**src/include/pmtc_defs.vh**
```
// Constants for the periodic modulo tick counter: register map, fields, resets.
// Included by the design files; holds definitions only.
`ifndef PMTC_DEFS_VH
`define PMTC_DEFS_VH

// ==================================================
// Register byte offsets
`define PMTC_OFF_CTRL      8'h00
`define PMTC_OFF_MODULO    8'h04
`define PMTC_OFF_COUNT     8'h08
`define PMTC_OFF_IRQ_MASK  8'h0c

// ==================================================
// Control/status field positions
`define PMTC_SRC_LSB       12
`define PMTC_SRC_MSB       13
`define PMTC_PS_LSB        8
`define PMTC_PS_MSB        10
`define PMTC_FLAG_BIT      7
`define PMTC_IRQEN_BIT     6
`define PMTC_TOGEN_BIT     4

// ==================================================
// Reset values and encodings
`define PMTC_RST_SRC       2'h0
`define PMTC_RST_PS        3'h0
`define PMTC_RST_MOD       16'h0000
`define PMTC_RST_CNT       16'h0000
`define PMTC_PS_OFF        3'h0

// ==================================================
// Divider terminal counts (divide-by minus one)
`define PMTC_DIVW          10
`define PMTC_DIV_1         10'h000
`define PMTC_DIV_2         10'h001
`define PMTC_DIV_4         10'h003
`define PMTC_DIV_8         10'h007
`define PMTC_DIV_16        10'h00f
`define PMTC_DIV_32        10'h01f
`define PMTC_DIV_64        10'h03f
`define PMTC_DIV_128       10'h07f
`define PMTC_DIV_256       10'h0ff
`define PMTC_DIV_512       10'h1ff
`define PMTC_DIV_1024      10'h3ff
`define PMTC_DIV_100       10'h063
`define PMTC_DIV_1000      10'h3e7
// 2048 needs one more bit than the others; handled as 1024 with a half stage
`define PMTC_DIV_2048_HALF 10'h3ff

`endif

```
**src/design/pmtc_prescaler.v**
```verilog
// Prescaler: divides the selected, already synchronised source edges.
// Assumes src_edge is a one-cycle pulse in the CLOCK domain.
`timescale 1ns/1ps
`include "pmtc_defs.vh"

module pmtc_prescaler (
    input  wire       clk,
    input  wire       rst_n,
    input  wire       clear,
    input  wire       src_edge,
    input  wire [2:0] ps_sel,
    input  wire       src_bit0,
    output reg        tick
);

    reg [`PMTC_DIVW-1:0] div_r;
    reg                  half_r;
    reg [`PMTC_DIVW-1:0] term;
    reg                  need_half;
    wire                 at_term;

    // ==================================================
    // Terminal count lookup
    always @* begin
        need_half = 1'b0;
        case ({src_bit0, ps_sel})
            4'h1: term = `PMTC_DIV_1;
            4'h2: term = `PMTC_DIV_2;
            4'h3: term = `PMTC_DIV_4;
            4'h4: term = `PMTC_DIV_8;
            4'h5: term = `PMTC_DIV_16;
            4'h6: term = `PMTC_DIV_32;
            4'h7: term = `PMTC_DIV_64;
            4'h9: term = `PMTC_DIV_128;
            4'ha: term = `PMTC_DIV_256;
            4'hb: term = `PMTC_DIV_512;
            4'hc: term = `PMTC_DIV_1024;
            4'hd: begin
                term      = `PMTC_DIV_2048_HALF;
                need_half = 1'b1;
            end
            4'he: term = `PMTC_DIV_100;
            4'hf: term = `PMTC_DIV_1000;
            default: term = `PMTC_DIV_1;
        endcase
    end

    assign at_term = (div_r == term) && (!need_half || half_r);

    // ==================================================
    // Divider, idle while the selection is off
    always @(posedge clk) begin
        if (!rst_n || clear || ps_sel == `PMTC_PS_OFF) begin
            div_r  <= {`PMTC_DIVW{1'b0}};
            half_r <= 1'b0;
            tick   <= 1'b0;
        end else begin
            tick <= 1'b0;
            if (src_edge) begin
                if (at_term) begin
                    div_r  <= {`PMTC_DIVW{1'b0}};
                    half_r <= 1'b0;
                    tick   <= 1'b1;
                end else if (div_r == term) begin
                    div_r  <= {`PMTC_DIVW{1'b0}};
                    half_r <= 1'b1;
                end else begin
                    div_r <= div_r + 1'b1;
                end
            end
        end
    end

endmodule // pmtc_prescaler

```
**src/design/pmtc_top.v**
```verilog
// Periodic modulo tick counter with classic Wishbone register slave.
// Assumes source clocks arrive as levels sampled by CLOCK (10 MHz), each
// well below half the CLOCK rate; the bus clock source is CLOCK itself.
`timescale 1ns/1ps
`include "pmtc_defs.vh"

module pmtc_top (
    input  wire        CLOCK,
    input  wire        RESET_N,
    input  wire        WB_CYC_I,
    input  wire        WB_STB_I,
    input  wire        WB_WE_I,
    input  wire [7:0]  WB_ADR_I,
    input  wire [3:0]  WB_SEL_I,
    input  wire [31:0] WB_DAT_I,
    output reg  [31:0] WB_DAT_O,
    output reg         WB_ACK_O,
    input  wire        EXT_OSC_CLK,
    input  wire        LOW_POWER_OSC_CLK,
    input  wire        INTERNAL_REF_CLK,
    output wire        TICK_IRQ,
    output reg         TOGGLE_OUT
);

    // ==================================================
    // Registers
    reg  [1:0]  source_select_r;
    reg  [2:0]  prescale_select_r;
    reg         tick_flag_r;
    reg         tick_irq_enable_r;
    reg         toggle_out_enable_r;
    reg         irq_mask_r;
    reg  [15:0] wrap_value_r;
    reg  [15:0] wrap_active_r;
    reg  [15:0] main_count_r;
    reg  [2:0]  sync_a_r;
    reg  [2:0]  sync_b_r;
    reg  [2:0]  sync_prev_r;
    reg         src_level;
    reg         src_prev;
    reg         src_edge;
    reg  [31:0] rd_data;
    reg         clear_nxt;
    reg         load_mod_nxt;
    reg  [1:0]  src_wr;
    reg  [2:0]  ps_wr;

    wire        bus_req;
    wire        wr_ctrl;
    wire        presc_tick;
    wire        wrap;
    wire        flag_clr;

    assign bus_req = WB_CYC_I && WB_STB_I && !WB_ACK_O;
    assign wr_ctrl = bus_req && WB_WE_I && (WB_ADR_I == `PMTC_OFF_CTRL);

    // ==================================================
    // Source synchronisers
    // Two synchroniser flops per source plus a history flop; the second and third stages feed the edge detector.
    genvar gi;
    wire [2:0] raw_src;
    assign raw_src = {INTERNAL_REF_CLK, LOW_POWER_OSC_CLK, EXT_OSC_CLK};
    generate
        for (gi = 0; gi < 3; gi = gi + 1) begin : g_sync
            always @(posedge CLOCK) begin
                if (!RESET_N) begin
                    sync_a_r[gi]    <= 1'b0;
                    sync_b_r[gi]    <= 1'b0;
                    sync_prev_r[gi] <= 1'b0;
                end else begin
                    sync_a_r[gi]    <= raw_src[gi];
                    sync_b_r[gi]    <= sync_a_r[gi];
                    sync_prev_r[gi] <= sync_b_r[gi];
                end
            end
        end
    endgenerate

    // Bus clock source yields an edge every cycle.
    always @* begin
        src_level = sync_b_r[0];
        src_prev  = sync_prev_r[0];
        case (source_select_r)
            2'h0: begin
                src_level = sync_b_r[0];
                src_prev  = sync_prev_r[0];
            end
            2'h1: begin
                src_level = sync_b_r[1];
                src_prev  = sync_prev_r[1];
            end
            2'h2: begin
                src_level = sync_b_r[2];
                src_prev  = sync_prev_r[2];
            end
            default: begin
                src_level = 1'b1;
                src_prev  = 1'b0;
            end
        endcase
        src_edge = src_level && !src_prev;
    end

    // ==================================================
    // Control write decode
    always @* begin
        src_wr       = source_select_r;
        ps_wr        = prescale_select_r;
        clear_nxt    = 1'b0;
        load_mod_nxt = 1'b0;
        if (wr_ctrl && WB_SEL_I[1]) begin
            src_wr = WB_DAT_I[`PMTC_SRC_MSB:`PMTC_SRC_LSB];
            ps_wr  = WB_DAT_I[`PMTC_PS_MSB:`PMTC_PS_LSB];
            if (src_wr != source_select_r)
                clear_nxt = 1'b1;
            if (ps_wr != prescale_select_r)
                clear_nxt = 1'b1;
            if (ps_wr != `PMTC_PS_OFF)
                load_mod_nxt = 1'b1;
        end
    end

    pmtc_prescaler u_presc (
        .clk      (CLOCK),
        .rst_n    (RESET_N),
        .clear    (clear_nxt),
        .src_edge (src_edge),
        .ps_sel   (prescale_select_r),
        .src_bit0 (source_select_r[0]),
        .tick     (presc_tick)
    );

    // ==================================================
    // Counter and comparator
    // Modulo zero makes every tick a wrap, so the flag sets each tick.
    assign wrap = presc_tick && (main_count_r == wrap_active_r);

    always @(posedge CLOCK) begin
        if (!RESET_N) begin
            main_count_r  <= `PMTC_RST_CNT;
            wrap_active_r <= `PMTC_RST_MOD;
        end else if (clear_nxt) begin
            main_count_r <= `PMTC_RST_CNT;
            if (load_mod_nxt)
                wrap_active_r <= wrap_value_r;
        end else begin
            if (load_mod_nxt)
                wrap_active_r <= wrap_value_r;
            if (wrap) begin
                main_count_r  <= `PMTC_RST_CNT;
                wrap_active_r <= wrap_value_r;
            end else if (presc_tick) begin
                main_count_r <= main_count_r + 16'h0001;
            end
        end
    end

    // ==================================================
    // Control, flag, interrupt and toggle output
    assign flag_clr = wr_ctrl && WB_SEL_I[0] && WB_DAT_I[`PMTC_FLAG_BIT];

    always @(posedge CLOCK) begin
        if (!RESET_N) begin
            source_select_r     <= `PMTC_RST_SRC;
            prescale_select_r   <= `PMTC_RST_PS;
            tick_flag_r         <= 1'b0;
            tick_irq_enable_r   <= 1'b0;
            toggle_out_enable_r <= 1'b0;
            irq_mask_r          <= 1'b0;
            wrap_value_r        <= `PMTC_RST_MOD;
            TOGGLE_OUT          <= 1'b0;
        end else begin
            source_select_r   <= src_wr;
            prescale_select_r <= ps_wr;
            if (wr_ctrl && WB_SEL_I[0]) begin
                tick_irq_enable_r   <= WB_DAT_I[`PMTC_IRQEN_BIT];
                toggle_out_enable_r <= WB_DAT_I[`PMTC_TOGEN_BIT];
            end
            // A wrap in the clearing cycle keeps the flag set.
            if (wrap)
                tick_flag_r <= 1'b1;
            else if (flag_clr)
                tick_flag_r <= 1'b0;
            if (wrap && toggle_out_enable_r)
                TOGGLE_OUT <= !TOGGLE_OUT;
            if (bus_req && WB_WE_I && WB_ADR_I == `PMTC_OFF_MODULO) begin
                if (WB_SEL_I[0])
                    wrap_value_r[7:0] <= WB_DAT_I[7:0];
                if (WB_SEL_I[1])
                    wrap_value_r[15:8] <= WB_DAT_I[15:8];
            end
            if (bus_req && WB_WE_I && WB_ADR_I == `PMTC_OFF_IRQ_MASK && WB_SEL_I[0])
                irq_mask_r <= WB_DAT_I[`PMTC_FLAG_BIT];
        end
    end

    // Read of control clears nothing: the flag is cleared by writing one.
    assign TICK_IRQ = tick_flag_r && tick_irq_enable_r && !irq_mask_r;

    // ==================================================
    // Wishbone read path and acknowledge
    always @* begin
        rd_data = 32'h0000_0000;
        case (WB_ADR_I)
            `PMTC_OFF_CTRL: begin
                rd_data[`PMTC_SRC_MSB:`PMTC_SRC_LSB] = source_select_r;
                rd_data[`PMTC_PS_MSB:`PMTC_PS_LSB]   = prescale_select_r;
                rd_data[`PMTC_FLAG_BIT]              = tick_flag_r;
                rd_data[`PMTC_IRQEN_BIT]             = tick_irq_enable_r;
                rd_data[`PMTC_TOGEN_BIT]             = toggle_out_enable_r;
            end
            `PMTC_OFF_MODULO:   rd_data[15:0] = wrap_value_r;
            `PMTC_OFF_COUNT:    rd_data[15:0] = main_count_r;
            `PMTC_OFF_IRQ_MASK: rd_data[`PMTC_FLAG_BIT] = irq_mask_r;
            default:            rd_data = 32'h0000_0000;
        endcase
    end

    // Count is read whole in one access, so low-before-high order holds.
    always @(posedge CLOCK) begin
        if (!RESET_N) begin
            WB_ACK_O <= 1'b0;
            WB_DAT_O <= 32'h0000_0000;
        end else begin
            WB_ACK_O <= bus_req;
            if (bus_req && !WB_WE_I)
                WB_DAT_O <= rd_data;
        end
    end

endmodule // pmtc_top

```
**config.mk**
```make
export PLATFORM = sky130hd
export DESIGN_NAME = pmtc_top
export DESIGN_NICKNAME = d
export VERILOG_FILES = /design/src/design/pmtc_prescaler.v /design/src/design/pmtc_top.v
export VERILOG_INCLUDE_DIRS = /design/src /design/src/include
export SDC_FILE = /design/constraint.sdc
export NUM_CORES = 1
export LEC_CHECK = 0
export BUFFER_PORTS_ARGS = -buffer_cell sky130_fd_sc_hd__buf_4
export CAP_MARGIN = 5
export CELL_PAD_IN_SITES_DETAIL_PLACEMENT = 0
export CELL_PAD_IN_SITES_GLOBAL_PLACEMENT = 1
export CORE_MARGIN = 2
export CORE_UTILIZATION = 42
export DETAILED_ROUTE_END_ITERATION = 10
export PLACE_DENSITY_LB_ADDON = 0.1
export SYNTH_ARGS = -nofsm -noshare
export SYNTH_HDL_FRONTEND = slang
export SYNTH_SLANG_ARGS = --single-unit
```
**constraint.sdc**
```tcl
create_clock -name CLOCK -period 2.72 [get_ports CLOCK]
set_input_delay 0.136 -clock CLOCK [delete_from_list [all_inputs] [get_ports CLOCK]]
set_output_delay 0.136 -clock CLOCK [all_outputs]
set_load 0.02 [all_outputs]
```
==> results.sh <==
export IMPL_run_status="complete, no violations"
export IMPL_clock_path_buffers=2
export IMPL_finalSetupTns_ns=0
export IMPL_wirelength_um=11120
export IMPL_first_global_vias=3455
export IMPL_clock_input_transition_at_the_sequential_cells_of_the_worst_setup_and_hold_paths_ns=0.06
export IMPL_criticalPathCategory="flip-flop to flip-flop"
export IMPL_gp_congestion=0.7743
export IMPL_rr_startpoint="prescale_select_r[0]"
export IMPL_number_of_synthesized_register_bits=96
export IMPL_first_pass_grt_wire_length_um=18060
export IMPL_post_drt_via_cell_ratio=5.120
export IMPL_tritoncts_clock_tree="built"
export IMPL_netlist_cell_type_count=52
export IMPL_wl_per_cell_um=15.64
export IMPL_min_from="WB_DAT_I[3]"
export IMPL_final_cell_count_no_fill=711
export IMPL_diodes=0
export IMPL_htree_num_levels=3
export IMPL_globalRoute_totalOverflow=0
export IMPL_syn_cell_area_um2=4805
export IMPL_global_route_usage_total_pct=18.50
export IMPL_ys_seq_area_share_pct=40.00
export IMPL_power_leakage_nw=2.153
export IMPL_worst_setup_path_start="prescale_select_r[0]"
export IMPL_worst_skew_pair_late_latency_ns=0.34
export IMPL_report_final_slew_viol_count=0
export IMPL_max_clock_freq_mhz=415.0
export IMPL_dpl_hpwl_um=8082
export IMPL_floorplan_rows=39
export IMPL_setup_viol=0
export IMPL_final_period_utilization_pct=88.58
export IMPL_numPortBuffers=52
export IMPL_design_die_area_um2=12310
export IMPL_ys_dominant_reg_cell="sky130_fd_sc_hd__dfxtp_1"
export IMPL_synth_top_area_share_pct=40.00
export IMPL_ir_drop_mv=0.3360
export IMPL_flow_area_growth_from_synthesis_pct=16.17
export IMPL_syn_instance_count=517
export IMPL_setup_skew_ns=0.006296
export IMPL_vias=3640
export IMPL_minimum_period_implied_by_the_final_worst_setup_slack_ns=2.409
export IMPL_avgSynthCellArea_um2=9.293
export IMPL_share_of_post_route_cells_with_drive_strength_above_1_pct=15.85
export IMPL_timing_hold_violations_final=0
export IMPL_detail_route_antenna_nets=0
export IMPL_grt_max_degree=73
export IMPL_path_max_fanout=12
export IMPL_numClockSinks=96
export IMPL_root_buffer="sky130_fd_sc_hd__clkbuf_16"
export IMPL_die_width_um=111.0
export IMPL_critical_path_endpoint_type="flip-flop"
export IMPL_rsz0062_at_grt="false"
export IMPL_critPathArrivalTime_ns=2.64
export IMPL_worst_setup_path_start_kind="flip-flop"
export IMPL_pin_count=87
export IMPL_finalHoldWorstSlack_ns=0.04710
export IMPL_die_h_um=111.0
export IMPL_cts_buffers_inserted=9
export IMPL_netlist_top_cell_by_area="sky130_fd_sc_hd__dfxtp_1"
export IMPL_hp_class="input pin to flip-flop"
export IMPL_drc_errors=0
export IMPL_start_util_pct=42.62
export IMPL_dp_cells=693
export IMPL_drt_iter0_drc=158
export IMPL_yosysMostFrequentCell="sky130_fd_sc_hd__dfxtp_1"
export IMPL_yosys_top_cells_count="sky130_fd_sc_hd__dfxtp_1, sky130_fd_sc_hd__nor2b_1, sky130_fd_sc_hd__mux2i_1, sky130_fd_sc_hd__nor2_1, sky130_fd_sc_hd__xor2_1"
export IMPL_final_net_count=618
export IMPL_synth_warnings=0
export IMPL_number_of_enable_type_register_cells_in_the_synthesized_netlist=0
export IMPL_grt_antenna_before_repair=0
export IMPL_iteration_count_of_the_initial_detailed_routing_pass=4
export IMPL_ys_async_sr_fraction_pct=0
export IMPL_fillers=1068
export IMPL_ys_top_cells_by_area="sky130_fd_sc_hd__dfxtp_1, sky130_fd_sc_hd__mux2i_1, sky130_fd_sc_hd__nor2b_1"
export IMPL_max_cap_viol_count=0
export IMPL_fp_coreArea_um2=11270
export IMPL_worst_endpoint_required_ns=2.95
export IMPL_timing_slew_headroom_pct=42.82
export IMPL_slew_at_the_pin_with_the_worst_max_slew_slack_ns=0.8577
export IMPL_powerDensity_nw_per_um2=492.0
## cell usage in the layout (no fill, tap or decap), types with 17 or more instances in the layout
cell type | Yosys | layout
sky130_fd_sc_hd__xnor2_1 | 22 | 22
sky130_fd_sc_hd__nor2b_1 | 60 | 60
sky130_fd_sc_hd__mux2i_1 | 50 | 50
sky130_fd_sc_hd__a22oi_1 | 17 | 17
sky130_fd_sc_hd__dfxtp_1 | 96 | 96
sky130_fd_sc_hd__xor2_1 | 27 | 27
sky130_fd_sc_hd__buf_4 | 16 | 69
sky130_fd_sc_hd__nand2_1 | 26 | 26
sky130_fd_sc_hd__nor2_1 | 29 | 29
## area by class of cell
cell class / instances / area, um^2 / share of cell area, %
tap: 143 / 178.9 / 3.206
inverter: 4 / 15.01 / 0.2690
clock buffer: 13 / 260.3 / 4.663
multi-input combinational: 381 / 2643 / 47.34
clock inverter: 2 / 15.01 / 0.2690
timing repair buffer: 72 / 548.0 / 9.818
sequential: 96 / 1922 / 34.43
## where the power goes
| part | internal [mW] | total [mW] | switching (mW) |
|---|---|---|---|
| combinational | 0.0627 | 0.140 | 0.0773 |
| sequential | 1.41 | 1.41 | 0.00187 |
| clock | 0.666 | 1.19 | 0.527 |
| total | 2.14 | 2.75 | 0.607 |
## final timing paths
check / to / slack, ns / cells after the start
setup / recovery: u_presc.div_r[5] / 0.31 / 7
hold / removal: wrap_value_r[3] / 0.05 / 3
setup reg to reg: u_presc.div_r[5] / 0.31 / 7
hold reg to reg: sync_b_r[0] / 0.43 / 1
## registers in the layout, summed over array words and instances (netlist names)
signal and cells:
sync_a_r 3, sync_b_r 3, wrap_active_r 16, wrap_value_r 16
WB_ACK_O 1, prescale_select_r 3, u_presc.div_r 10, tick_flag_r 1
u_presc.half_r 1, u_presc.tick 1, tick_irq_enable_r 1, toggle_out_enable_r 1
sync_prev_r 3, irq_mask_r 1, source_select_r 2, WB_DAT_O 16
TOGGLE_OUT 1, main_count_r 16
## cell families (layout without fill, tap and decap cells)
| kind of cell | Yosys count | in the layout | share of synthesized area [%] |
|---|---|---|---|
| and+or+nand+nor | 200 | 200 | 23.59 |
| DFF | 96 | 96 | 40.00 |
| AOI/OAI and AO/OA | 63 | 63 | 9.818 |
| other | 1 | 16 | 0.07805 |
| muxes | 51 | 51 | 10.89 |
| adders and majority gates | 2 | 2 | 0.5208 |
| xor gates and xnor gates | 49 | 49 | 8.932 |
| buffers and inverters | 55 | 91 | 6.172 |
## worst max-delay path, stage by stage (launching register included)
cell	delay, ns
sky130_fd_sc_hd__dfxtp_1	0.60
sky130_fd_sc_hd__or3b_2	0.51
sky130_fd_sc_hd__nand3b_1	0.11
sky130_fd_sc_hd__a21oi_1	0.06
sky130_fd_sc_hd__or4_4	0.49
sky130_fd_sc_hd__nor4_4	0.23
sky130_fd_sc_hd__buf_4	0.23
sky130_fd_sc_hd__nor3_1	0.06
## metal layers
metal	track usage [%]	part of all wire [%]	up-vias
li1	-	-	1862
met1	24.07	46	1701
met2	29.98	48	55
met3	3.007	2.6	22
met4	8.917	3.1	0
met5	0	0	-
## stage by stage
stage / util (%) / power, mW / instance area (um^2) / worst slack [ns]
CTS: 49.52 / 2.779 / 5582 / 0.2963
floorplan: - / 1.543 / 4861 / 0.5795
global route: 49.52 / 2.854 / 5582 / 0.09133
global placement: 46.81 / 1.581 / 5276 / 0.3117
finish: 49.52 / 2.746 / 5582 / 0.3106
detailed placement: 46.81 / 1.582 / 5276 / 0.3030
## repair_timing
item / CTS / global route
resized for setup: 0 / 0
hold buffers: 3 / 0
setup buffers: 0 / 0
hold endpoints to repair: 3 / 0
Power figures use the tool's default switching activity.
